==> config.mk <==
export PLATFORM = sky130hd
export DESIGN_NAME = ccsu_subunit
export DESIGN_NICKNAME = d
export VERILOG_FILES = /design/src/common/ccsu_pkg.sv /design/src/rtl/ccsu_sync.sv /design/src/rtl/ccsu_cap_flag.sv /design/src/rtl/ccsu_subunit.sv
export SDC_FILE = /design/constraint.sdc
export NUM_CORES = 1
export LEC_CHECK = 0
export BUFFER_PORTS_ARGS = -buffer_cell sky130_fd_sc_hd__buf_2
export CAP_MARGIN = 25
export CORE_ASPECT_RATIO = 1.75
export CORE_MARGIN = 1
export CORE_UTILIZATION = 64
export CTS_CLUSTER_DIAMETER = 80
export DETAILED_ROUTE_END_ITERATION = 10
export PLACE_DENSITY_LB_ADDON = 0.08
export SETUP_SLACK_MARGIN = 0.05
export SLEW_MARGIN = 20
export SYNTH_ARGS = -nofsm -noshare
export SYNTH_HDL_FRONTEND = slang
export SYNTH_SLANG_ARGS = --single-unit
export TNS_END_PERCENT = 20
==> constraint.sdc <==
create_clock -name i_clk_sys -period 4.95 [get_ports i_clk_sys]
set_clock_uncertainty 0.15 [all_clocks]
set_input_delay 0.495 -clock i_clk_sys [delete_from_list [all_inputs] [get_ports i_clk_sys]]
set_output_delay 0.495 -clock i_clk_sys [all_outputs]
set_load 0.02 [all_outputs]
==> src/common/ccsu_pkg.sv <==
// Constants and types shared by the capture/compare subunit files
package ccsu_pkg;
  // Counter and register widths
  localparam int CNT_W  = 16;
  localparam int DATA_W = 8;
  localparam int ADDR_W = 3;

  // Register offsets on the plain register port
  localparam logic [2:0] ADDR_MODE   = 3'h0;
  localparam logic [2:0] ADDR_FLAGS  = 3'h1;
  localparam logic [2:0] ADDR_CC_LO  = 3'h2;
  localparam logic [2:0] ADDR_CC_HI  = 3'h3;
  localparam logic [2:0] ADDR_ENABLE = 3'h4;

  // Mode register field positions
  localparam int MODE_MASK_CAP = 7;
  localparam int MODE_MASK_CMP = 6;
  localparam int MODE_MASK_OVF = 5;
  localparam int MODE_FORCE    = 4;
  localparam int MODE_OUT_HI   = 3;
  localparam int MODE_OUT_LO   = 2;
  localparam int MODE_IN_HI    = 1;
  localparam int MODE_IN_LO    = 0;

  // Event flag register field positions
  localparam int FLAG_CAP    = 7;
  localparam int FLAG_CMP    = 6;
  localparam int FLAG_OVF    = 5;
  localparam int FLAG_LOCK   = 4;
  localparam int FLAG_PRESET = 3;

  // Values after reset, and the counter maximum
  localparam logic [7:0]  MODE_RESET = 8'h00;
  localparam logic [15:0] CC_RESET   = 16'hffff;
  localparam logic [15:0] CNT_RESET  = 16'h0000;
  localparam logic [15:0] CNT_MAX    = 16'hffff;

  // Output action modes
  localparam logic [1:0] OUT_OFF    = 2'h0;
  localparam logic [1:0] OUT_TOGGLE = 2'h1;
  localparam logic [1:0] OUT_LOW    = 2'h2;
  localparam logic [1:0] OUT_HIGH   = 2'h3;

  // Input action modes
  localparam logic [1:0] IN_NEVER = 2'h0;
  localparam logic [1:0] IN_RISE  = 2'h1;
  localparam logic [1:0] IN_FALL  = 2'h2;
  localparam logic [1:0] IN_BOTH  = 2'h3;

  // Capture flag states
  typedef enum logic [1:0] {
    CAPF_IDLE,
    CAPF_SET,
    CAPF_OVERRUN
  } ccsu_capf_e;
endpackage

==> src/rtl/ccsu_sync.sv <==
// Two-stage synchroniser for the external event input
`timescale 1ns/1ps
module ccsu_sync (
  input  wire logic i_clk_sys,
  input  wire logic i_srst,
  input  wire logic i_async,
  output logic      o_sync
);
  logic meta;

  always_ff @(posedge i_clk_sys) begin
    if (i_srst) begin
      meta   <= 1'b0;
      o_sync <= 1'b0;
    end else begin
      meta   <= i_async;
      o_sync <= meta;
    end
  end
endmodule

==> src/rtl/ccsu_cap_flag.sv <==
// Double-buffered capture event flag with an overrun state
`timescale 1ns/1ps
module ccsu_cap_flag (
  input  wire logic i_clk_sys,
  input  wire logic i_srst,
  input  wire logic i_set,
  input  wire logic i_clear,
  output logic      o_flag
);
  ccsu_pkg::ccsu_capf_e state;
  ccsu_pkg::ccsu_capf_e next_state;

  // A set in the same cycle as a clear is never lost
  always_comb begin
    next_state = state;
    case (state)
      ccsu_pkg::CAPF_IDLE: begin
        if (i_set) next_state = ccsu_pkg::CAPF_SET;
      end
      ccsu_pkg::CAPF_SET: begin
        if (i_set && !i_clear) next_state = ccsu_pkg::CAPF_OVERRUN;
        else if (!i_set && i_clear) next_state = ccsu_pkg::CAPF_IDLE;
      end
      ccsu_pkg::CAPF_OVERRUN: begin
        if (i_clear && !i_set) next_state = ccsu_pkg::CAPF_SET;
      end
      default: next_state = ccsu_pkg::CAPF_IDLE;
    endcase
  end

  always_ff @(posedge i_clk_sys) begin
    if (i_srst) state <= ccsu_pkg::CAPF_IDLE;
    else state <= next_state;
  end

  assign o_flag = (state != ccsu_pkg::CAPF_IDLE);
endmodule

==> src/rtl/ccsu_subunit.sv <==
// One capture/compare subunit with its counter, registers and actions
//
// What this block does
// - Compare low byte written first; matching held off until the high byte lands.
// - A compare match sets its flag, fires match interrupt, merged interrupt, output.
// - On match the output goes high, low, toggles or stays per mode.
// - Force bit holds output at the mode level (toggle mode toggles it every cycle), overriding compare events.
// - Input logic triggers independently: never, rising, falling or both edges.
// - Input trigger sets capture flag, merged interrupt, latches counter value.
// - Capture low byte read first; compare action locked until high byte read.
// - Lock-after-capture passes one capture, then locks until a mode write.
// - Capture-preset bit holds the capture register at all ones.
// - Counter overflow sets the overflow flag.
// - Masked capture, compare and overflow flags are ORed into merged interrupt.
// - Compare match also drives a separate unmaskable interrupt.
// - Interrupt sources run independently; writing one clears a flag.
// - Capture flag is double buffered; overrun needs two clearing writes.
// - Capture register holds the newest capture value while the capture-preset bit is clear.
// - Logic runs on the system clock; software avoids slow-mode flag writes.
// - Enable low puts the unit in standby with no event processing.
// - Mode and flag registers reset only by system reset, kept in standby.
// - Output modes: 00 off low, 01 toggle, 10 low, 11 high.
// - Input modes: 00 never, 01 rising, 10 falling, 11 both.
// - Standby holds counter at zero and resets capture and compare.
`timescale 1ns/1ps
module ccsu_subunit (
  input  wire logic       i_clk_sys,
  input  wire logic       i_srst,
  input  wire logic [2:0] i_addr,
  input  wire logic [7:0] i_wr_data,
  input  wire logic       i_wr_en,
  input  wire logic       i_rd_en,
  output logic      [7:0] o_rd_data,
  input  wire logic       i_count_tick,
  input  wire logic       i_event_in,
  output logic            o_action_out,
  output logic            o_match_irq,
  output logic            o_merged_irq
);
  // Output action for a trigger in the given mode
  function automatic logic act_level(input logic [1:0] sel, input logic cur);
    logic lvl;
    lvl = 1'b0;
    case (sel)
      ccsu_pkg::OUT_TOGGLE: lvl = ~cur;
      ccsu_pkg::OUT_HIGH:   lvl = 1'b1;
      default:              lvl = 1'b0;
    endcase
    return lvl;
  endfunction

  logic        enable;
  logic [7:0]  mode_reg;
  logic        lock_after_capture;
  logic        capture_preset_hold;
  logic        compare_event_flag;
  logic        overflow_event_flag;
  logic        capture_event_flag;
  logic [15:0] free_running_counter;
  logic [15:0] compare_value;
  logic [15:0] capture_value;
  logic [7:0]  capture_hi_latch;
  logic        cmp_wr_lock;
  logic        cap_rd_lock;
  logic        in_lock;
  logic        in_prev;
  logic        in_sync;

  // Address decoding
  wire sel_mode  = (i_addr == ccsu_pkg::ADDR_MODE);
  wire sel_flags = (i_addr == ccsu_pkg::ADDR_FLAGS);
  wire sel_cc_lo = (i_addr == ccsu_pkg::ADDR_CC_LO);
  wire sel_cc_hi = (i_addr == ccsu_pkg::ADDR_CC_HI);
  wire sel_en    = (i_addr == ccsu_pkg::ADDR_ENABLE);

  wire wr_mode  = i_wr_en & sel_mode;
  wire wr_flags = i_wr_en & sel_flags;
  wire wr_cc_lo = i_wr_en & sel_cc_lo & enable;
  wire wr_cc_hi = i_wr_en & sel_cc_hi & enable;
  wire wr_en    = i_wr_en & sel_en;
  wire rd_cc_lo = i_rd_en & sel_cc_lo & enable;
  wire rd_cc_hi = i_rd_en & sel_cc_hi & enable;

  // Mode fields
  wire [1:0] output_action_select = mode_reg[ccsu_pkg::MODE_OUT_HI:ccsu_pkg::MODE_OUT_LO];
  wire [1:0] input_action_select  = mode_reg[ccsu_pkg::MODE_IN_HI:ccsu_pkg::MODE_IN_LO];
  wire       force_out            = mode_reg[ccsu_pkg::MODE_FORCE];
  wire [2:0] mask_bits            = mode_reg[ccsu_pkg::MODE_MASK_CAP:ccsu_pkg::MODE_MASK_OVF];

  // Clearing writes
  wire clr_cap = wr_flags & i_wr_data[ccsu_pkg::FLAG_CAP];
  wire clr_cmp = wr_flags & i_wr_data[ccsu_pkg::FLAG_CMP];
  wire clr_ovf = wr_flags & i_wr_data[ccsu_pkg::FLAG_OVF];

  // Counter and compare
  wire [15:0] next_counter = 16'(free_running_counter + 16'h0001);
  wire        tick         = enable & i_count_tick;
  wire        overflow_evt = tick & (free_running_counter == ccsu_pkg::CNT_MAX);
  // Matching is blocked while a byte pair is half written or half read
  wire        match_evt    = tick & ~cmp_wr_lock & ~cap_rd_lock
                             & (next_counter == compare_value);

  // Input edge detection on the synchronised level
  wire rise = in_sync & ~in_prev;
  wire fall = ~in_sync & in_prev;
  wire trig_sel = ((input_action_select == ccsu_pkg::IN_RISE) & rise)
                | ((input_action_select == ccsu_pkg::IN_FALL) & fall)
                | ((input_action_select == ccsu_pkg::IN_BOTH) & (rise | fall));
  wire cap_evt  = enable & ~in_lock & trig_sel;

  // Output action
  wire next_action = !enable ? 1'b0 :
                     (output_action_select == ccsu_pkg::OUT_OFF) ? 1'b0 :
                     force_out ? act_level(output_action_select, o_action_out) :
                     match_evt ? act_level(output_action_select, o_action_out) :
                     o_action_out;

  // Interrupt and read data
  wire [2:0] flag_vec = {capture_event_flag, compare_event_flag, overflow_event_flag};
  wire       next_merged = |(flag_vec & mask_bits);
  wire [7:0] flags_rd = {capture_event_flag, compare_event_flag, overflow_event_flag,
                         lock_after_capture, capture_preset_hold, 3'h0};
  wire [7:0] next_rd_data = sel_mode  ? mode_reg :
                            sel_flags ? flags_rd :
                            sel_cc_lo ? capture_value[7:0] :
                            sel_cc_hi ? capture_hi_latch :
                            sel_en    ? {7'h00, enable} :
                            8'h00;

  ccsu_sync u_sync (
    .i_clk_sys (i_clk_sys),
    .i_srst    (i_srst),
    .i_async   (i_event_in),
    .o_sync    (in_sync)
  );

  ccsu_cap_flag u_cap_flag (
    .i_clk_sys (i_clk_sys),
    .i_srst    (i_srst),
    .i_set     (cap_evt),
    .i_clear   (clr_cap),
    .o_flag    (capture_event_flag)
  );

  // Registers kept through standby
  always_ff @(posedge i_clk_sys) begin
    if (i_srst) begin
      enable              <= 1'b0;
      mode_reg            <= ccsu_pkg::MODE_RESET;
      lock_after_capture  <= 1'b0;
      capture_preset_hold <= 1'b0;
    end else begin
      if (wr_en) enable <= i_wr_data[0];
      if (wr_mode) mode_reg <= i_wr_data;
      if (wr_flags) begin
        lock_after_capture  <= i_wr_data[ccsu_pkg::FLAG_LOCK];
        capture_preset_hold <= i_wr_data[ccsu_pkg::FLAG_PRESET];
      end
    end
  end

  // Event flags: a set wins over a clear
  always_ff @(posedge i_clk_sys) begin
    if (i_srst) begin
      compare_event_flag  <= 1'b0;
      overflow_event_flag <= 1'b0;
    end else begin
      compare_event_flag  <= match_evt | (compare_event_flag & ~clr_cmp);
      overflow_event_flag <= overflow_evt | (overflow_event_flag & ~clr_ovf);
    end
  end

  // Counter, compare and capture registers, reset by standby
  always_ff @(posedge i_clk_sys) begin
    if (i_srst || !enable) begin
      free_running_counter <= ccsu_pkg::CNT_RESET;
      compare_value        <= ccsu_pkg::CC_RESET;
    end else begin
      if (i_count_tick) free_running_counter <= next_counter;
      if (wr_cc_lo) compare_value[7:0] <= i_wr_data;
      if (wr_cc_hi) compare_value[15:8] <= i_wr_data;
    end
  end

  always_ff @(posedge i_clk_sys) begin
    if (i_srst || !enable || capture_preset_hold) begin
      capture_value <= ccsu_pkg::CC_RESET;
    end else if (cap_evt) begin
      capture_value <= free_running_counter;
    end
  end

  always_ff @(posedge i_clk_sys) begin
    if (i_srst || !enable) capture_hi_latch <= ccsu_pkg::CC_RESET[15:8];
    else if (rd_cc_lo) capture_hi_latch <= capture_value[15:8];
  end

  // Byte-pair locks
  always_ff @(posedge i_clk_sys) begin
    if (i_srst || !enable) begin
      cmp_wr_lock <= 1'b0;
      cap_rd_lock <= 1'b0;
    end else begin
      if (wr_cc_lo) cmp_wr_lock <= 1'b1;
      else if (wr_cc_hi) cmp_wr_lock <= 1'b0;
      if (rd_cc_lo) cap_rd_lock <= 1'b1;
      else if (rd_cc_hi) cap_rd_lock <= 1'b0;
    end
  end

  // Input lock: a capture in the same cycle as a mode write still locks
  always_ff @(posedge i_clk_sys) begin
    if (i_srst) begin
      in_lock <= 1'b0;
      in_prev <= 1'b0;
    end else begin
      in_prev <= in_sync;
      if (cap_evt && lock_after_capture) in_lock <= 1'b1;
      else if (wr_mode) in_lock <= 1'b0;
    end
  end

  // Outputs
  always_ff @(posedge i_clk_sys) begin
    if (i_srst) begin
      o_action_out <= 1'b0;
      o_match_irq  <= 1'b0;
      o_merged_irq <= 1'b0;
      o_rd_data    <= 8'h00;
    end else begin
      o_action_out <= next_action;
      o_match_irq  <= match_evt;
      o_merged_irq <= next_merged;
      o_rd_data    <= i_rd_en ? next_rd_data : 8'h00;
    end
  end
endmodule

# Word level (Yosys, flattened, before mapping)
# Cells that the tools add are included.
# totals
reg_bits	88
inputBits	17
out_inout_bits	11
# op_classes
addsub	1
eq_ne	16
muxes	19
bitwise_logic	44
reduce_logical	20
# op_table
cell	n
$mux W8	4
$and A1 B1 Y1	28
$add A16 B1 Y16 const B	1
$eq A16 B16 Y1	1
$eq A16 B16 Y1 const B	1
$not A1 Y1	10
$reduce_bool A2 Y1	5
$mux W1	9
$eq A2 B2 Y1 const B	4
$mux W2	4
$eq A2 B1 Y1 const B	3
$eq A3 B2 Y1 const B	2
$pmux W2 S3	1
$reduce_or A3 Y1	2
$or A1 B1 Y1	5
$logic_not A2 Y1	2
$and A3 B3 Y3	1
$eq A3 B1 Y1 const B	1
$eq A3 B3 Y1 const B	1
$logic_and A1 B1 Y1	3
$logic_not A1 Y1	3
$logic_not A3 Y1	1
$ne A3 B1 Y1 const B	1
$reduce_and A3 Y1	1
5 further kinds	6

# Longest topological paths before layout
# logic_depth
depth_word	11
depth_mapped	10

# Hierarchy
# A second synthesis with hierarchy kept.
# unflattened
cells_unflattened	480
hier_area_um2	4170.2
# by_module_without_submodules
module	instances	cells_each	area_each_um2
ccsu_subunit	1	458	3967.6
ccsu_cap_flag	1	18	150.1
ccsu_sync	1	4	52.6

# Worst setup path before layout
# No wires, ideal clock.
# synth_timing
kind	register to register
start	reg free_running_counter[8]
end	reg o_action_out
setup_ns	0.103
t_arrival_ns	2.416
t_required_ns	4.697
slack_ns	2.280
path_stages_with_launch	9
path_buffers	1
synth_period_minus_slack_ns	2.670
path_cell_list	dfxtp_1 clkbuf_1 nand4_1 nor4_1 xnor2_1 nand4_1 a2111o_1 nor3b_1 a2111oi_2
# synth_between
elab_chain_len	4
# synth_rtl
item	line_no	rtl
start: declaration	ccsu_subunit.sv:59	logic [15:0] free_running_counter;
start signal: assignment	ccsu_subunit.sv:176	free_running_counter <= ccsu_pkg::CNT_RESET;
start signal: assignment	ccsu_subunit.sv:179	if (i_count_tick) free_running_counter <= next_counter;
$add A16 B1 Y16	ccsu_subunit.sv:96	wire [15:0] next_counter = 16'(free_running_counter + 16'h0001);
$eq A16 B16 Y1	ccsu_subunit.sv:101	& (next_counter == compare_value);
$and A1 B1 Y1	ccsu_subunit.sv:101	
$reduce_bool A2 Y1 (no source line)	n/a	
end signal: assignment	ccsu_subunit.sv:231	o_action_out <= next_action;
end: declaration	ccsu_subunit.sv:36	output logic o_action_out,
# No other way between the ends.
# A chain may end at the register's enable or synchronous reset.

# Final worst setup path
# layout_timing
start	reg free_running_counter[4]
end	reg o_action_out
# Same word-level chain as after synthesis.

==> out/qor.yml <==
logic_synthesis:
  yosysSeqAreaShare_pct: 44.3
  synth_ff_type: "dfxtp_1"
  synth_edf_count: 0
  synth_cells: 494
  async_flop_share_pct: 0
  avgSynthCellArea_sq_um: 8.04
  netlist_area_sq_um: 3970
  synth_warnings: 0
  synth-seq-cells: 88
  ys_types: 48
  synth_nets: 514
route:
  vias: 3497
  ant_nets: 0
  detail_route.first_pass.iterations: 5
  detail_route.drc_violations: 0
  drt-initial-drc-count: 271
  viasPerCell: 5.99
  wl_per_cell_um: 17.7
  drt_wl_total_mm: 10.4
place:
  portBuffers: 27
  dp_hpwl_mm: 7.47
  place_worst_setup_slack_ns: 2.03
  routabilityCongestion: 0.886
worst_hold_path:
  hold_path_class: "in -> reg"
critical_path:
  worstPathCellList: "nand4_2 > or3_1 > or3_1 > a32o_1 > a2111o_1 > nor3b_1 > a2111oi_2"
  crit_top_cell: "or3_1"
  crit_path_end: "o_action_out"
  r2r_setup_slack_ns: 1.98
  critPathLaunch: "free_running_counter[4]"
  r2r_start: "free_running_counter[4]"
  start_kind: "register"
  slowest_stage: "dfxtp_1"
  rr_endpoint: "o_action_out"
  crit_type: "reg -> reg"
  end_kind: "register"
  cp.required_ns: 5.05
  r2r_cells: 7
  cpPeakStageDelay_ns: 0.50
  worstPathArrival_ns: 3.07
  crit_path_max_fanout: 14
final_layout:
  diodes: 0
  fillers: 529
  nets: 521
  area_delta_synth_final_pct: 9.10
  mostFrequentLayoutCells: "nand2_1, dfxtp_1, nor2_1, nand3_1, buf_2"
  drive_above_1_share_pct: 11.3
  multi_input_area_sq_um: 2070
  largest_registers: "capture_value x16, compare_value x16, free_running_counter x16"
  layout_commonest_cell: "nand2_1"
  seq_area_sq_um: 1760
clock_network:
  cts_hold_buf: 0
  cts_num_sinks: 88
  insertion_delay_ns: 0.36
  postCtsSetupBuffers: 0
  cts_tree: "yes"
  clockBufferDepth: 2
  clk_pin_slew_ns: 0.09
  cts_buffers: 9
  cts-resized-gates: 0
  cts_root_buf: "clkbuf_8"
  htreeDepth: 3
pwr:
  power_density_nw_per_um2: 309
  power_switching_uw: 296
  p_leak_nw: 1.68
  pwr-share-seq_pct: 53.4
  clockPowerShare_pct: 42.8
  switching_share_pct: 22.1
  p_int_mw: 1.04
  comb_power_share_pct: 3.8
  peakVddDrop_mv: 0.261
sta:
  max_freq_mhz: 336
  slew_headroom_pct: 31.5
  post-route-min-period_ns: 2.97
  finalHoldViolations: 0
  setup_ws_ns: 1.98
  finalSetupTns_ns: 0
  post-route-period-util_pct: 60.1
  rsz0062_at_grt: "no"
  finalSetupViolations: 0
  tightest_slew_ns: 1.02
  drv_slew: 0
floorplan:
  die_h_um: 106
  core_sq_um: 5930
  ios: 28
  die_w_um: 61.6
  rows: 37
  initial_utilization_pct: 67.1
  fp.dieArea_sq_um: 6540
global_route:
  grt_usage_pct: 35.1
  grt_max_degree: 26
  grt_pass1_vias: 3242
  grt_overflow: 0
  antenna_found_initial: 0
  grt_pass1_wl_mm: 16.5
outcome:
  status: "completed"
run:
  drv_cap: 0
## cell type report
| cell class | instances | share of cell area, % |
|---|---|---|
| clock buffer | 11 | 3.49 |
| clock inverter | 5 | 1.99 |
| inverter | 5 | 0.433 |
| multi-input combinational | 368 | 47.7 |
| sequential | 88 | 40.6 |
| tap | 78 | 2.25 |
| timing repair buffer | 29 | 3.46 |
## logic make-up (layout without fill, tap and decap cells)
group	after synthesis	in the layout	synth area share, %
AOI/OAI and AO/OA	56	56	9.57
DFF	88	88	44.3
buffers and inverters	38	50	3.72
adders and majority gates	3	3	0.945
muxes	12	12	3.75
xor gates and xnor gates	32	32	7.05
and+or+nand+nor	265	265	30.6
## synthesized netlist by cell type (2+ instances only)
cell type	count	area (sq um)
a2111oi_0	2	17.5
a211oi_1	6	45.0
a21oi_1	20	100
a22oi_1	5	37.5
a311oi_1	3	26.3
a31oi_1	4	25.0
and2_1	3	18.8
and3_1	2	12.5
buf_1	2	7.51
buf_2	4	20.0
clkbuf_1	27	101
dfxtp_1	88	1760
ha_1	3	37.5
inv_1	5	18.8
mux2_2	3	33.8
mux2i_1	7	70.1
mux4_2	2	45.0
nand2_1	117	439
nand3_1	44	220
nand4_1	8	50.1
nand4b_1	2	17.5
nor2_1	48	180
nor2b_1	9	56.3
nor3_1	5	25.0
nor3b_1	6	45.0
nor4_1	5	31.3
o211ai_1	2	15.0
o21ai_0	5	25.0
o21bai_1	2	15.0
or3_1	6	37.5
or3b_2	2	17.5
xnor2_1	15	131
xor2_1	17	149
## worst min-delay path by stage
stage,from,end,slack (ns),cells after the start
3_5_place_dp,capture_value[11],capture_hi_latch[3],0.30,2
4_1_cts,i_event_in,u_sync.meta,0.18,2
3_3_place_gp,capture_hi_latch[0],capture_hi_latch[0],0.30,2
2_1_floorplan,u_sync.meta,u_sync.o_sync,0.26,1
6_report,i_event_in,u_sync.meta,0.20,2
5_1_grt,i_event_in,u_sync.meta,0.18,2
## layer usage
metal  vias up  global-route usage, %  part of all wire [%]
met2       124                   55.4                    51
met1      1641                   40.9                    38
met3        37                   8.15                   5.5
met4         0                   22.5                   5.7
li1       1695                      -                     -
met5         -                      0                     0
## through the flow
| step | cells | instance area (sq um) | hold WS, ns | power, mW | util [%] |
|---|---|---|---|---|---|
| detailed placement | 568 | 4100 | 0.301 | 0.782 | 69.2 |
| floorplan | 494 | 3970 | 0.264 | 0.761 | - |
| global placement | 568 | 4100 | 0.299 | 0.781 | 69.2 |
| finish | 584 | 4340 | 0.199 | 1.34 | 73.2 |
| global route | 584 | 4340 | 0.180 | 1.38 | 73.2 |
| CTS | 584 | 4340 | 0.184 | 1.34 | 73.2 |
## critical path, delay by kind of cell (launching register included)
family / cells / cell delay (ns)
AO/OA/AOI/OAI: 3 / 0.91
flip-flops: 1 / 0.50
AND/OR/NAND/NOR: 4 / 1.30
## power by group through the flow
stage / sequential (mW) / combinational (mW) / clock, mW
floorplan: 0.733 / 0.0281 / 0
global placement: 0.732 / 0.0488 / 0
detailed placement: 0.732 / 0.0497 / 0
CTS: 0.715 / 0.0501 / 0.578
global route: 0.716 / 0.0548 / 0.606
finish: 0.715 / 0.0510 / 0.574
(Power assumes the default switching activity.)
